<file path="src/design/crt_regs.svh">
`ifndef CRT_REGS_SVH
`define CRT_REGS_SVH

// ***********************************************
// register indexes, byte address is index * 4
// ***********************************************
`define CRT_IDX_B_CTRL 6'h14
`define CRT_IDX_B_RLD_HI 6'h15
`define CRT_IDX_B_RLD_LO 6'h16
`define CRT_IDX_B_CNT_HI 6'h17
`define CRT_IDX_B_CNT_LO 6'h18
`define CRT_IDX_C_CTRL 6'h19
`define CRT_IDX_C_RLD_HI 6'h1A
`define CRT_IDX_C_RLD_LO 6'h1B
`define CRT_IDX_C_CNT_HI 6'h1C
`define CRT_IDX_C_CNT_LO 6'h1D
`define CRT_IDX_STATUS 6'h1E

// ***********************************************
// field positions and reset values
// ***********************************************
`define CRT_CTRL_MASK 8'hBB
`define CRT_CTRL_RST 8'h00
`define CRT_RELOAD_RST 16'h0000
`define CRT_ST_B_FLAG 0
`define CRT_ST_C_FLAG 1
`define CRT_ST_B_RUN 2
`define CRT_ST_C_RUN 3
`define CRT_ST_B_START 4
`define CRT_ST_B_STOP 5
`define CRT_ST_C_START 6
`define CRT_ST_C_STOP 7

// ***********************************************
// bus answers
// ***********************************************
`define CRT_RESP_OKAY 2'h0
`define CRT_RESP_SLVERR 2'h2

`endif

</file>
<file path="src/design/crt_pkg.sv">
package crt_pkg;

  typedef enum logic [1:0] {
    CRT_START_NONE = 2'h0,
    CRT_START_TX_END = 2'h1,
    CRT_START_TRIM_NO_UF = 2'h2,
    CRT_START_TRIM_UF = 2'h3
  } crt_start_mode_t;

  typedef enum logic [1:0] {
    CRT_CLK_CARRIER = 2'h0,
    CRT_CLK_SUBCARRIER = 2'h1,
    CRT_CLK_SIB_LOW = 2'h2,
    CRT_CLK_SIB_HIGH = 2'h3
  } crt_clk_sel_t;

  // control byte layout, bits 6 and 2 reserved
  typedef struct packed {
    logic stop_on_receive;
    logic rsvd6;
    crt_start_mode_t start_mode;
    logic auto_restart;
    logic rsvd2;
    crt_clk_sel_t clock_select;
  } crt_ctrl_t;

endpackage

</file>
<file path="src/design/crt_timer_if.sv">
`timescale 1ns/10ps
interface crt_timer_if #(parameter int W = 16);
  crt_pkg::crt_ctrl_t ctrl;
  logic [W-1:0] reload_value;
  logic sw_start;
  logic sw_stop;
  logic carrier_tick;
  logic subcarrier_tick;
  logic sib_low_uf;
  logic sib_high_uf;
  logic tx_end;
  logic rx_four_bits;
  logic trim_edge;
  logic [W-1:0] count;
  logic running;
  logic underflow;

  modport ctl(output ctrl, reload_value, sw_start, sw_stop, carrier_tick, subcarrier_tick,
              sib_low_uf, sib_high_uf, tx_end, rx_four_bits, trim_edge,
              input count, running, underflow);
  modport tmr(input ctrl, reload_value, sw_start, sw_stop, carrier_tick, subcarrier_tick,
              sib_low_uf, sib_high_uf, tx_end, rx_four_bits, trim_edge,
              output count, running, underflow);
endinterface

</file>
<file path="src/design/cascadable_reload_timer.sv">
// Notes on behaviour
// - stop-on-receive halts timer after four bits
// - trimming modes ignore stop-on-receive
// - mode 00 never autostarts, 01 at transmit end
// - modes 10/11 trim, edge start/stop
// - auto-restart reloads at zero and continues, except mode 10
// - without auto-restart count to zero, stop; mode 10 holds at zero, running
// - each underflow sets second timer flag
// - clock codes 00 carrier, 01 subcarrier
// - codes 10/11 count sibling underflows
// - start loads reload high and low bytes
// - reload writes wait for next start or auto-restart reload
// - live count readable as two bytes
// - second timer control byte field layout
// - third timer control byte, same layout
// - third timer cascades first, second timer
// - third timer underflow sets its flag
//
// The AXI4-Lite slave port was decided locally.
`timescale 1ns/10ps
`include "crt_regs.svh"
module cascadable_reload_timer (
  input wire logic CLK_SYS_IN,
  input wire logic NRST_IN,
  input wire logic CLK_EN_IN,
  input wire logic [7:0] S_AXI_AWADDR_IN,
  input wire logic S_AXI_AWVALID_IN,
  output logic S_AXI_AWREADY_OUT,
  input wire logic [31:0] S_AXI_WDATA_IN,
  input wire logic [3:0] S_AXI_WSTRB_IN,
  input wire logic S_AXI_WVALID_IN,
  output logic S_AXI_WREADY_OUT,
  output logic [1:0] S_AXI_BRESP_OUT,
  output logic S_AXI_BVALID_OUT,
  input wire logic S_AXI_BREADY_IN,
  input wire logic [7:0] S_AXI_ARADDR_IN,
  input wire logic S_AXI_ARVALID_IN,
  output logic S_AXI_ARREADY_OUT,
  output logic [31:0] S_AXI_RDATA_OUT,
  output logic [1:0] S_AXI_RRESP_OUT,
  output logic S_AXI_RVALID_OUT,
  input wire logic S_AXI_RREADY_IN,
  input wire logic CARRIER_CLK_IN,
  input wire logic SUBCARRIER_CLK_IN,
  input wire logic TX_END_IN,
  input wire logic RX_FOUR_BITS_IN,
  input wire logic TRIM_EDGE_IN,
  input wire logic TIMER_A_UNDERFLOW_IN,
  output logic TIMER_B_UNDERFLOW_OUT,
  output logic TIMER_C_UNDERFLOW_OUT,
  output logic TIMER_B_UNDERFLOW_FLAG_OUT,
  output logic TIMER_C_UNDERFLOW_FLAG_OUT
);
  // ***********************************************
  // pin synchronisers and timer instances
  // ***********************************************
  logic [4:0] pin_rise;
  crt_timer_if #(.W(16)) tb_if();
  crt_timer_if #(.W(16)) tc_if();

  // all pins except timer a underflow share one synchroniser bank
  crt_pin_sync #(.W(5)) u_sync (
    .clk_in(CLK_SYS_IN),
    .rst_n_in(NRST_IN),
    .ce_in(CLK_EN_IN),
    .pin_in({TRIM_EDGE_IN, RX_FOUR_BITS_IN, TX_END_IN, SUBCARRIER_CLK_IN, CARRIER_CLK_IN}),
    .rise_out(pin_rise)
  );

  crt_down_counter #(.W(16)) u_timer_b (
    .clk_in(CLK_SYS_IN),
    .rst_n_in(NRST_IN),
    .ce_in(CLK_EN_IN),
    .tif(tb_if)
  );

  crt_down_counter #(.W(16)) u_timer_c (
    .clk_in(CLK_SYS_IN),
    .rst_n_in(NRST_IN),
    .ce_in(CLK_EN_IN),
    .tif(tc_if)
  );

  // ***********************************************
  // register state
  // ***********************************************
  logic [7:0] b_ctrl_reg;
  logic [7:0] b_ctrl_next;
  logic [15:0] b_reload_reg;
  logic [15:0] b_reload_next;
  logic [7:0] c_ctrl_reg;
  logic [7:0] c_ctrl_next;
  logic [15:0] c_reload_reg;
  logic [15:0] c_reload_next;
  logic [3:0] cmd_reg;
  logic [3:0] cmd_next;
  logic b_flag_reg;
  logic b_flag_next;
  logic c_flag_reg;
  logic c_flag_next;
  logic awready_reg;
  logic awready_next;
  logic bvalid_reg;
  logic bvalid_next;
  logic [1:0] bresp_reg;
  logic [1:0] bresp_next;
  logic arready_reg;
  logic arready_next;
  logic rvalid_reg;
  logic rvalid_next;
  logic [1:0] rresp_reg;
  logic [1:0] rresp_next;
  logic [31:0] rdata_reg;
  logic [31:0] rdata_next;
  logic [5:0] wr_idx;
  logic [5:0] rd_idx;
  logic wr_en;
  logic wr_hit;
  logic [7:0] wbyte;
  logic [7:0] rbyte;
  logic rd_hit;

  // ***********************************************
  // timer wiring
  // ***********************************************
  // timer b: code 10 counts timer a, code 11 counts timer c
  assign tb_if.ctrl = crt_pkg::crt_ctrl_t'(b_ctrl_reg);
  assign tb_if.reload_value = b_reload_reg;
  assign tb_if.sw_start = cmd_reg[0];
  assign tb_if.sw_stop = cmd_reg[1];
  assign tb_if.carrier_tick = pin_rise[0];
  assign tb_if.subcarrier_tick = pin_rise[1];
  assign tb_if.tx_end = pin_rise[2];
  assign tb_if.rx_four_bits = pin_rise[3];
  assign tb_if.trim_edge = pin_rise[4];
  assign tb_if.sib_low_uf = TIMER_A_UNDERFLOW_IN;
  assign tb_if.sib_high_uf = tc_if.underflow;
  // timer c: code 10 counts timer a, code 11 counts timer b
  assign tc_if.ctrl = crt_pkg::crt_ctrl_t'(c_ctrl_reg);
  assign tc_if.reload_value = c_reload_reg;
  assign tc_if.sw_start = cmd_reg[2];
  assign tc_if.sw_stop = cmd_reg[3];
  assign tc_if.carrier_tick = pin_rise[0];
  assign tc_if.subcarrier_tick = pin_rise[1];
  assign tc_if.tx_end = pin_rise[2];
  assign tc_if.rx_four_bits = pin_rise[3];
  assign tc_if.trim_edge = pin_rise[4];
  assign tc_if.sib_low_uf = TIMER_A_UNDERFLOW_IN;
  assign tc_if.sib_high_uf = tb_if.underflow;

  // ***********************************************
  // bus handshakes
  // ***********************************************
  // address and data are taken together, so no skid storage is needed
  always_comb begin
    wr_idx = S_AXI_AWADDR_IN[7:2];
    rd_idx = S_AXI_ARADDR_IN[7:2];
    wr_en = awready_reg & S_AXI_WSTRB_IN[0];
    wbyte = S_AXI_WDATA_IN[7:0];
    awready_next = S_AXI_AWVALID_IN & S_AXI_WVALID_IN & ~awready_reg & ~bvalid_reg;
    bvalid_next = bvalid_reg;
    bresp_next = bresp_reg;
    if (awready_reg) begin
      bvalid_next = 1'b1;
      bresp_next = wr_hit ? `CRT_RESP_OKAY : `CRT_RESP_SLVERR;
    end else if (S_AXI_BREADY_IN) begin
      bvalid_next = 1'b0;
    end
    arready_next = S_AXI_ARVALID_IN & ~arready_reg & ~rvalid_reg;
    rvalid_next = rvalid_reg;
    rresp_next = rresp_reg;
    rdata_next = rdata_reg;
    if (arready_reg) begin
      rvalid_next = 1'b1;
      rresp_next = rd_hit ? `CRT_RESP_OKAY : `CRT_RESP_SLVERR;
      rdata_next = {24'h000000, rbyte};
    end else if (S_AXI_RREADY_IN) begin
      rvalid_next = 1'b0;
    end
  end

  // ***********************************************
  // decode and register writes
  // ***********************************************
  // reload writes never touch a running count
  always_comb begin
    b_ctrl_next = b_ctrl_reg;
    b_reload_next = b_reload_reg;
    c_ctrl_next = c_ctrl_reg;
    c_reload_next = c_reload_reg;
    cmd_next = 4'h0;
    wr_hit = 1'b1;
    case (wr_idx)
      `CRT_IDX_B_CTRL: if (wr_en) b_ctrl_next = wbyte & `CRT_CTRL_MASK;
      `CRT_IDX_B_RLD_HI: if (wr_en) b_reload_next[15:8] = wbyte;
      `CRT_IDX_B_RLD_LO: if (wr_en) b_reload_next[7:0] = wbyte;
      `CRT_IDX_C_CTRL: if (wr_en) c_ctrl_next = wbyte & `CRT_CTRL_MASK;
      `CRT_IDX_C_RLD_HI: if (wr_en) c_reload_next[15:8] = wbyte;
      `CRT_IDX_C_RLD_LO: if (wr_en) c_reload_next[7:0] = wbyte;
      `CRT_IDX_STATUS: if (wr_en) cmd_next = wbyte[`CRT_ST_C_STOP:`CRT_ST_B_START];
      `CRT_IDX_B_CNT_HI, `CRT_IDX_B_CNT_LO, `CRT_IDX_C_CNT_HI, `CRT_IDX_C_CNT_LO: wr_hit = 1'b1;
      default: wr_hit = 1'b0;
    endcase
    // a new underflow beats a clear in the same cycle
    b_flag_next = tb_if.underflow
                | (b_flag_reg & ~(wr_en & (wr_idx == `CRT_IDX_STATUS) & wbyte[`CRT_ST_B_FLAG]));
    c_flag_next = tc_if.underflow
                | (c_flag_reg & ~(wr_en & (wr_idx == `CRT_IDX_STATUS) & wbyte[`CRT_ST_C_FLAG]));
  end

  // ***********************************************
  // read mux
  // ***********************************************
  // count bytes are live, so a two-byte read may straddle a decrement
  always_comb begin
    rbyte = 8'h00;
    rd_hit = 1'b1;
    case (rd_idx)
      `CRT_IDX_B_CTRL: rbyte = b_ctrl_reg;
      `CRT_IDX_B_RLD_HI: rbyte = b_reload_reg[15:8];
      `CRT_IDX_B_RLD_LO: rbyte = b_reload_reg[7:0];
      `CRT_IDX_B_CNT_HI: rbyte = tb_if.count[15:8];
      `CRT_IDX_B_CNT_LO: rbyte = tb_if.count[7:0];
      `CRT_IDX_C_CTRL: rbyte = c_ctrl_reg;
      `CRT_IDX_C_RLD_HI: rbyte = c_reload_reg[15:8];
      `CRT_IDX_C_RLD_LO: rbyte = c_reload_reg[7:0];
      `CRT_IDX_C_CNT_HI: rbyte = tc_if.count[15:8];
      `CRT_IDX_C_CNT_LO: rbyte = tc_if.count[7:0];
      `CRT_IDX_STATUS: rbyte = {4'h0, tc_if.running, tb_if.running, c_flag_reg, b_flag_reg};
      default: rd_hit = 1'b0;
    endcase
  end

  // ***********************************************
  // state registers
  // ***********************************************
  always_ff @(posedge CLK_SYS_IN) begin
    if (!NRST_IN) begin
      b_ctrl_reg <= `CRT_CTRL_RST;
      b_reload_reg <= `CRT_RELOAD_RST;
      c_ctrl_reg <= `CRT_CTRL_RST;
      c_reload_reg <= `CRT_RELOAD_RST;
      cmd_reg <= 4'h0;
      b_flag_reg <= 1'b0;
      c_flag_reg <= 1'b0;
      awready_reg <= 1'b0;
      bvalid_reg <= 1'b0;
      bresp_reg <= `CRT_RESP_OKAY;
      arready_reg <= 1'b0;
      rvalid_reg <= 1'b0;
      rresp_reg <= `CRT_RESP_OKAY;
      rdata_reg <= 32'h00000000;
    end else if (CLK_EN_IN) begin
      b_ctrl_reg <= b_ctrl_next;
      b_reload_reg <= b_reload_next;
      c_ctrl_reg <= c_ctrl_next;
      c_reload_reg <= c_reload_next;
      cmd_reg <= cmd_next;
      b_flag_reg <= b_flag_next;
      c_flag_reg <= c_flag_next;
      awready_reg <= awready_next;
      bvalid_reg <= bvalid_next;
      bresp_reg <= bresp_next;
      arready_reg <= arready_next;
      rvalid_reg <= rvalid_next;
      rresp_reg <= rresp_next;
      rdata_reg <= rdata_next;
    end
  end

  // ***********************************************
  // outputs
  // ***********************************************
  assign S_AXI_AWREADY_OUT = awready_reg;
  assign S_AXI_WREADY_OUT = awready_reg;
  assign S_AXI_BVALID_OUT = bvalid_reg;
  assign S_AXI_BRESP_OUT = bresp_reg;
  assign S_AXI_ARREADY_OUT = arready_reg;
  assign S_AXI_RVALID_OUT = rvalid_reg;
  assign S_AXI_RRESP_OUT = rresp_reg;
  assign S_AXI_RDATA_OUT = rdata_reg;
  assign TIMER_B_UNDERFLOW_OUT = tb_if.underflow;
  assign TIMER_C_UNDERFLOW_OUT = tc_if.underflow;
  assign TIMER_B_UNDERFLOW_FLAG_OUT = b_flag_reg;
  assign TIMER_C_UNDERFLOW_FLAG_OUT = c_flag_reg;
endmodule

</file>
<file path="src/design/crt_down_counter.sv">
`timescale 1ns/10ps
// ***********************************************
// reloadable down counter, one per timer
// ***********************************************
module crt_down_counter #(parameter int W = 16) (
  input wire logic clk_in,
  input wire logic rst_n_in,
  input wire logic ce_in,
  crt_timer_if.tmr tif
);
  logic [W-1:0] count_reg;
  logic [W-1:0] count_next;
  logic running_reg;
  logic running_next;
  logic uf_reg;
  logic uf_next;
  logic tick;
  logic trim_mode;
  logic start_ev;
  logic stop_ev;

  // start wins over stop, stop over counting
  always_comb begin
    case (tif.ctrl.clock_select)
      crt_pkg::CRT_CLK_CARRIER: tick = tif.carrier_tick;
      crt_pkg::CRT_CLK_SUBCARRIER: tick = tif.subcarrier_tick;
      crt_pkg::CRT_CLK_SIB_LOW: tick = tif.sib_low_uf;
      crt_pkg::CRT_CLK_SIB_HIGH: tick = tif.sib_high_uf;
      default: tick = 1'b0;
    endcase
    trim_mode = tif.ctrl.start_mode[1];
    start_ev = tif.sw_start
             | ((tif.ctrl.start_mode == crt_pkg::CRT_START_TX_END) & tif.tx_end)
             | (trim_mode & tif.trim_edge & ~running_reg);
    // receive stop is ignored while trimming
    stop_ev = tif.sw_stop
            | (trim_mode & tif.trim_edge & running_reg)
            | (~trim_mode & tif.ctrl.stop_on_receive & tif.rx_four_bits);
    count_next = count_reg;
    running_next = running_reg;
    uf_next = 1'b0;
    if (start_ev) begin
      count_next = tif.reload_value;
      running_next = 1'b1;
    end else if (stop_ev) begin
      running_next = 1'b0;
    end else if (running_reg && tick) begin
      if (count_reg != '0) begin
        count_next = count_reg - 1'b1;
      end else if (tif.ctrl.start_mode != crt_pkg::CRT_START_TRIM_NO_UF) begin
        uf_next = 1'b1;
        if (tif.ctrl.auto_restart) begin
          count_next = tif.reload_value;
        end else begin
          running_next = 1'b0;
        end
      end
    end
  end

  always_ff @(posedge clk_in) begin
    if (!rst_n_in) begin
      count_reg <= '0;
      running_reg <= 1'b0;
      uf_reg <= 1'b0;
    end else if (ce_in) begin
      count_reg <= count_next;
      running_reg <= running_next;
      uf_reg <= uf_next;
    end
  end

  assign tif.count = count_reg;
  assign tif.running = running_reg;
  assign tif.underflow = uf_reg;
endmodule

</file>
<file path="src/design/crt_pin_sync.sv">
`timescale 1ns/10ps
// ***********************************************
// two-stage synchroniser with rising-edge pulse
// ***********************************************
module crt_pin_sync #(parameter int W = 5) (
  input wire logic clk_in,
  input wire logic rst_n_in,
  input wire logic ce_in,
  input wire logic [W-1:0] pin_in,
  output logic [W-1:0] rise_out
);
  logic [W-1:0] meta_reg;
  logic [W-1:0] sync_reg;
  logic [W-1:0] prev_reg;
  logic [W-1:0] rise_reg;
  logic [W-1:0] rise_next;

  // edge seen only past the second stage
  always_comb begin
    rise_next = sync_reg & ~prev_reg;
  end

  always_ff @(posedge clk_in) begin
    if (!rst_n_in) begin
      meta_reg <= '0;
      sync_reg <= '0;
      prev_reg <= '0;
      rise_reg <= '0;
    end else if (ce_in) begin
      meta_reg <= pin_in;
      sync_reg <= meta_reg;
      prev_reg <= sync_reg;
      rise_reg <= rise_next;
    end
  end

  assign rise_out = rise_reg;
endmodule

</file>
<file path="config.mk">
export PLATFORM = sky130hd
export DESIGN_NAME = cascadable_reload_timer
export DESIGN_NICKNAME = d
export VERILOG_FILES = /design/src/design/crt_pkg.sv /design/src/design/crt_timer_if.sv /design/src/design/cascadable_reload_timer.sv /design/src/design/crt_down_counter.sv /design/src/design/crt_pin_sync.sv
export VERILOG_INCLUDE_DIRS = /design/src /design/src/design
export SDC_FILE = /design/constraint.sdc
export NUM_CORES = 1
export LEC_CHECK = 0
export BUFFER_PORTS_ARGS = -buffer_cell sky130_fd_sc_hd__buf_2
export CAP_MARGIN = 20
export CORE_AREA = 5 5 116 118
export DETAILED_ROUTE_END_ITERATION = 10
export DIE_AREA = 0 0 121 123
export GPL_ROUTABILITY_DRIVEN = 0
export PLACE_DENSITY = 0.92
export RECOVER_POWER = 25
export SLEW_MARGIN = 20
export SYNTH_ARGS = -nofsm -noshare
export SYNTH_HDL_FRONTEND = slang
export SYNTH_HIERARCHICAL = 1
export SYNTH_SLANG_ARGS = --single-unit
</file>
<file path="constraint.sdc">
create_clock -name CLK_SYS_IN -period 3 [get_ports CLK_SYS_IN]
set_clock_uncertainty 0.2 [all_clocks]
set_input_delay 0.75 -clock CLK_SYS_IN [delete_from_list [all_inputs] [get_ports CLK_SYS_IN]]
set_output_delay 0.75 -clock CLK_SYS_IN [all_outputs]
set_load 0.01 [all_outputs]
</file>
# Word level (Yosys, flattened, before mapping)
# Cells that the tools add are included.
[totals]
ff_bits = 122
in_bits = 66
out_inout_bits = 45
word_cells = 192
[op_classes]
add_sub_neg = 2
eq_ne = 38
mux = 47
bitwise = 45
reduce_logical = 34
[ops]
columns = ["operator", "n"]
rows = [
  ["$mux 16", 12],
  ["$eq 6x5->1 const B", 22],
  ["$pmux 8 s11", 1],
  ["$reduce_bool 16->1", 2],
  ["$sub 16x1->16 const B", 2],
  ["$mux 1", 28],
  ["$reduce_bool 3->1", 8],
  ["$and 1x1->1", 23],
  ["$reduce_or 11->1", 2],
  ["$reduce_and 5->1", 4],
  ["$reduce_and 3->1", 6],
  ["$ne 3x1->1 const B", 4],
  ["$not 1->1", 10],
  ["$or 1x1->1", 10],
  ["$eq 2x1->1 const B", 4],
  ["$eq 2x2->1 const B", 4],
  ["$mux 4", 2],
  ["$pmux 1 s4", 2],
  ["$reduce_and 2->1", 4],
  ["$reduce_bool 2->1", 4],
  ["$and 5x5->5", 1],
  ["$not 5->5", 1],
  ["$logic_not 2->1", 2],
  ["$mux 2", 2],
  ["3 further kinds", 6],
]

# Logic depth before layout (Yosys ltp)
[depth]
word_depth = 6
depth_mapped = 8
mapped_depth_nobuf = 7

# Modules after synthesis
# The synthesis kept the hierarchy.
[by_module_without_submodules]
columns = ["module", "instances", "cells_per_inst", "area_each_um2", "seq_area_each_um2"]
rows = [
  ["cascadable_reload_timer", 1, 379, 3404.5, 1281.2],
  ["crt_down_counter", 2, 169, 1346.3, 360.3],
  ["crt_pin_sync", 1, 70, 789.5, 400.4],
]

# Worst setup path before layout
# OpenSTA, ideal clock, no wires.
[synth_timing]
path_kind = "input to register"
from = "in TIMER_A_UNDERFLOW_IN"
to = "reg u_timer_c.count_reg[12] (netlist: u_timer_c/tif.count[12])"
setup_time_ns = 0.127
arrival_ns = 1.869
required_ns = 2.673
path_slack_ns = 0.804
stages = 7
path_buffers = 1
path_cell_list = "mux4_2 -> nand2_1 -> nor3_1 -> a22oi_4 -> buf_4 -> a21oi_1 -> o32ai_2"
[synth_between]
elab_chain_cells = 4
[synth_rtl]
columns = ["item", "line", "source"]
rows = [
  ["start: declaration", "cascadable_reload_timer.sv:48", "input wire logic TIMER_A_UNDERFLOW_IN,"],
  ["$pmux 1 s4", "crt_down_counter.sv:24", "case (tif.ctrl.clock_select)"],
  ["$logic_and 1x1->1", "crt_down_counter.sv:47", "end else if (running_reg && tick) begin"],
  ["$reduce_bool 2->1 (no line)", "--", ""],
  ["$reduce_and 5->1 (no line)", "--", ""],
  ["end signal: assignment", "crt_down_counter.sv:67", "count_reg <= count_next;"],
  ["end: declaration", "crt_down_counter.sv:11", "logic [W-1:0] count_reg;"],
]
# Every way passes these cells.
# A chain may end at the register's enable or synchronous reset.

# Worst setup path in the final report
[layout_timing]
from = "reg u_timer_c.count_reg[10] (netlist: u_timer_c/tif.count[10])"
to = "reg u_timer_c.count_reg[13] (netlist: u_timer_c/tif.count[13])"
[layout_between]
elab_chain_cells = 5
elab_cells_between_ends = 9
classes_between = "add/sub (1); mux (4); reduce/logical (4)"
[layout_rtl]
columns = ["item", "line", "source"]
rows = [
  ["$sub 16x1->16 / $reduce_bool 16->1 (equally long branches)", "crt_down_counter.sv:49, crt_down_counter.sv:48", ""],
  ["$mux 16", "crt_down_counter.sv:48", "if (count_reg != '0) begin"],
  ["$mux 16", "crt_down_counter.sv:47", ""],
  ["$mux 16", "crt_down_counter.sv:45", "end else if (stop_ev) begin"],
  ["$mux 16", "crt_down_counter.sv:42", "if (start_ev) begin"],
]
# Several ways; a longest one is shown, not always the timed one. The select of a mux whose other input is x is not followed.

==> results summary <==
The flow ran to the end, and the final reports show no timing, DRC or antenna violations. The fraction of final layout cells sized beyond drive strength 1 came out at 17.84%. Entering global routing, the biggest net connects 43 pins.

The clock sink count came out at 120. Sequential cells were found to cover 34.88% of the synthesized design area. The library cell used most frequently in the layout, excluding fill and tap cells, is dfxtp_1. The port buffer count came out at 53. The first-pass GRT wire length is 31,750 microns. Setup violations remaining at the end of the flow were counted as 0. After detailed placement, the total cell area comes to 7191 sq um. The category of the worst setup path capture point is a register. The transition time of the tightest slew-check pin is 1.056 ns. Pin placement for this block handled 111 I/O pins. The net count of the finished layout came out at 909. The leakage dissipation came out at 3.044 nW. The fraction of synthesis flops using an asynchronous set or reset pin is 0%.

The total number of yosys warnings is 6. The maximum VDD drop came out at 0.6004 mV. The y dimension of the die is 123 microns.

Yosys mapped the design onto 78 distinct sky130hd cell types. The final-report hold violation count is 0. The class of the tightest hold or removal check is register to register.

In the synthesized netlist the dominant register cell turns out to be dfxtp_1. At the worst endpoint, the arrival time is 2.78 ns. STA classifies the critical path startpoint as a register. The biggest cell delay along the critical path is 0.53 ns.

The library cells used most frequently in the layout, excluding fill and tap cells, are dfxtp_1 (120), nand2_1 (78), a21oi_1 (73), nor2_1 (69), mux2i_1 (65). Setup repair after global routing left no endpoint under its margin. The worst pin sits at a relative slew slack of 29.61%. The initial antenna violation count is 0. The average wire per standard cell is 19.86 microns. The count of hold-fix buffers inserted at cts is 0. CTS placed an instance of clkbuf_16 at the clock tree root. The post-CTS setup buffer count came out at 0. The count of nets left with antenna violations once routing finished came out at 0. The number of enable flip-flop cells after synthesis is 0. The DRC violation total after the first TritonRoute iteration came out at 1,009. No sink is reached through more buffers than the 2 on the longest clock path.

The number of maximum-capacitance constraint violations is 0. The region available for standard cell placement spans 12,360 sq um. The cell count after synthesis came out at 787.

The cell area after synthesis came out at 6887 sq um. The synthesized design contains 120 register bits. The sequential cell area came out at 2402 sq um. The overall die width came out at 121 microns. The routed design has 20,340 microns of wire. The final clock period utilization by the worst path came out at 87.30%.

The clock-pin slew on the worst setup and hold paths came out at 0.06 ns. The smallest hold slack came out at 0.2391 ns. The finished cells cover 7771 sq um. The post-detailed-route via-to-cell ratio came out at 6.402. The maximum fanout count along the critical path is 19. The max-slew violation count came out at 0. The average footprint of a synthesized cell came out at 8.750 sq um. The H-tree generated during clock tree synthesis spans 4 levels. Dividing total power by cell area gives a power density of 507.0 nW/um^2.

The critical path goes through nor4_2, nand4_1, o21ai_4, buf_4, nand2_1, a21o_1, a21oi_1. The via count of the first global-routing pass came out at 6,081. The quantity of gates resized following cts came out at 0. The layout overhead on the synthesized area came out at 12.85%. The critical-path cell with the highest stage delay is o21ai_4. The number of antenna diodes in the final layout is 0. The floorplan row count came out at 41.

The area used by multi-input combinational logic is 4028 sq um. Counting the fill cells in the layout gives 943. The number of buffers created by CTS came out at 17. The remaining routing DRC violations came out at 0. The count of TritonRoute iterations in the first routing pass is 8.

The source-to-sink clock delay at the later pin of the worst-skew pair is 0.43 ns. The data required time at the worst endpoint came out at 3.17 ns. The initial cell density of the core came out at 55.70%.

Once detailed placement completed, the half-perimeter wirelength came to 13,740 microns. The worst setup path category is register to register. The maximum clock frequency came out at 0.3818 GHz. The area of the die came out at 14,880 sq um.

The global router's overall resource usage came out at 27.29%. The final setup TNS is 0 ns. The total congestion overflow after global routing is 0. The final route contains 6,556 vias. The post-route minimum period is 2.619 ns. TritonCTS built the clock tree.
Yosys cell counts (3+ instances only):
cell type | count | area, sq um
buf_4 | 32 | 240.2
mux4_2 | 7 | 157.7
o22ai_1 | 3 | 18.77
a31oi_1 | 8 | 50.05
clkbuf_1 | 10 | 37.54
nor4_4 | 5 | 106.4
o32ai_1 | 9 | 78.83
nand4_1 | 9 | 56.30
nand4b_1 | 5 | 43.79
o211a_1 | 3 | 30.03
and2b_1 | 4 | 30.03
a31o_2 | 4 | 35.03
a211oi_2 | 4 | 50.05
o21ai_0 | 23 | 115.1
a21o_1 | 14 | 105.1
nand3b_1 | 14 | 105.1
nor3_1 | 20 | 100.1
inv_1 | 12 | 45.04
nand2_1 | 78 | 292.8
buf_6 | 9 | 101.4
buf_2 | 16 | 80.08
nor2_1 | 69 | 259.0
o31ai_1 | 4 | 30.03
mux2i_1 | 65 | 650.6
mux2_2 | 5 | 56.30
dfxtp_1 | 120 | 2402
nand3_1 | 22 | 110.1
a211oi_1 | 7 | 52.55
ha_1 | 4 | 50.05
nor2b_1 | 22 | 137.6
a22oi_1 | 11 | 82.58
o211ai_1 | 6 | 45.04
a21oi_1 | 73 | 365.4
nand2b_1 | 11 | 68.82
o21ai_1 | 14 | 70.07
report_power, final:
part	internal [mW]	switching (mW)	total (mW)
combinational	0.0719	0.147	0.219
clock	1.31	0.789	2.10
sequential	1.61	0.0148	1.62
total	2.99	0.950	3.94
worst paths after layout:
kind,endpoint,from,slack (ns),cells after the start
worst max-delay path,u_timer_c/tif.count[13],u_timer_c/tif.count[10],0.38,7
worst min-delay path,S_AXI_RDATA_OUT[0],S_AXI_RDATA_OUT[0],0.24,2
worst max register to register,u_timer_c/tif.count[13],u_timer_c/tif.count[10],0.38,7
worst min register to register,S_AXI_RDATA_OUT[0],S_AXI_RDATA_OUT[0],0.24,2
critical path, delay by kind of cell (launching register included):
| family | cells | cell delay [ns] |
|---|---|---|
| buffers and inverters | 1 | 0.22 |
| AND/OR/NAND/NOR | 3 | 0.88 |
| AO/OA/AOI/OAI | 3 | 0.83 |
| flip-flops | 1 | 0.43 |
cell type report:
cell class / instances / share of cell area (%)
clock buffer: 18 / 5.522
inverter: 14 / 0.6762
multi-input combinational: 606 / 51.83
timing repair buffer: 80 / 6.070
tap: 172 / 2.769
clock inverter: 14 / 2.222
sequential: 120 / 30.91
metrics by stage:
| stage | utilization (%) | setup WS, ns | power (mW) | cells |
|---|---|---|---|---|
| 2_1_floorplan | - | 0.8044 | 1.814 | 812 |
| 3_3_place_gp | 58.16 | 0.3418 | 1.861 | 992 |
| 3_5_place_dp | 58.16 | 0.2985 | 1.867 | 992 |
| 4_1_cts | 63.03 | 0.5186 | 3.941 | 1024 |
| 5_1_grt | 62.86 | 0.3421 | 4.038 | 1024 |
| 6_report | 62.86 | 0.3809 | 3.940 | 1024 |
per-layer routing:
metal / part of all wire, % / GRT usage, % / vias up
li1: - / - / 2927
met1: 38 / 34.00 / 3022
met2: 44 / 40.81 / 505
met3: 13 / 8.600 / 102
met4: 5.5 / 17.71 / 0
met5: 0 / 0 / -
kinds of logic after synthesis:
group                      synth area share (%)
adders and majority gates                0.7268
other                                   0.05445
and+or+nand+nor                           23.00
muxes                                     12.55
AOI/OAI and AO/OA                         20.69
buffers and inverters                     8.085
DFF                                       34.88
No activity file was read; power rests on OpenSTA's default activity.
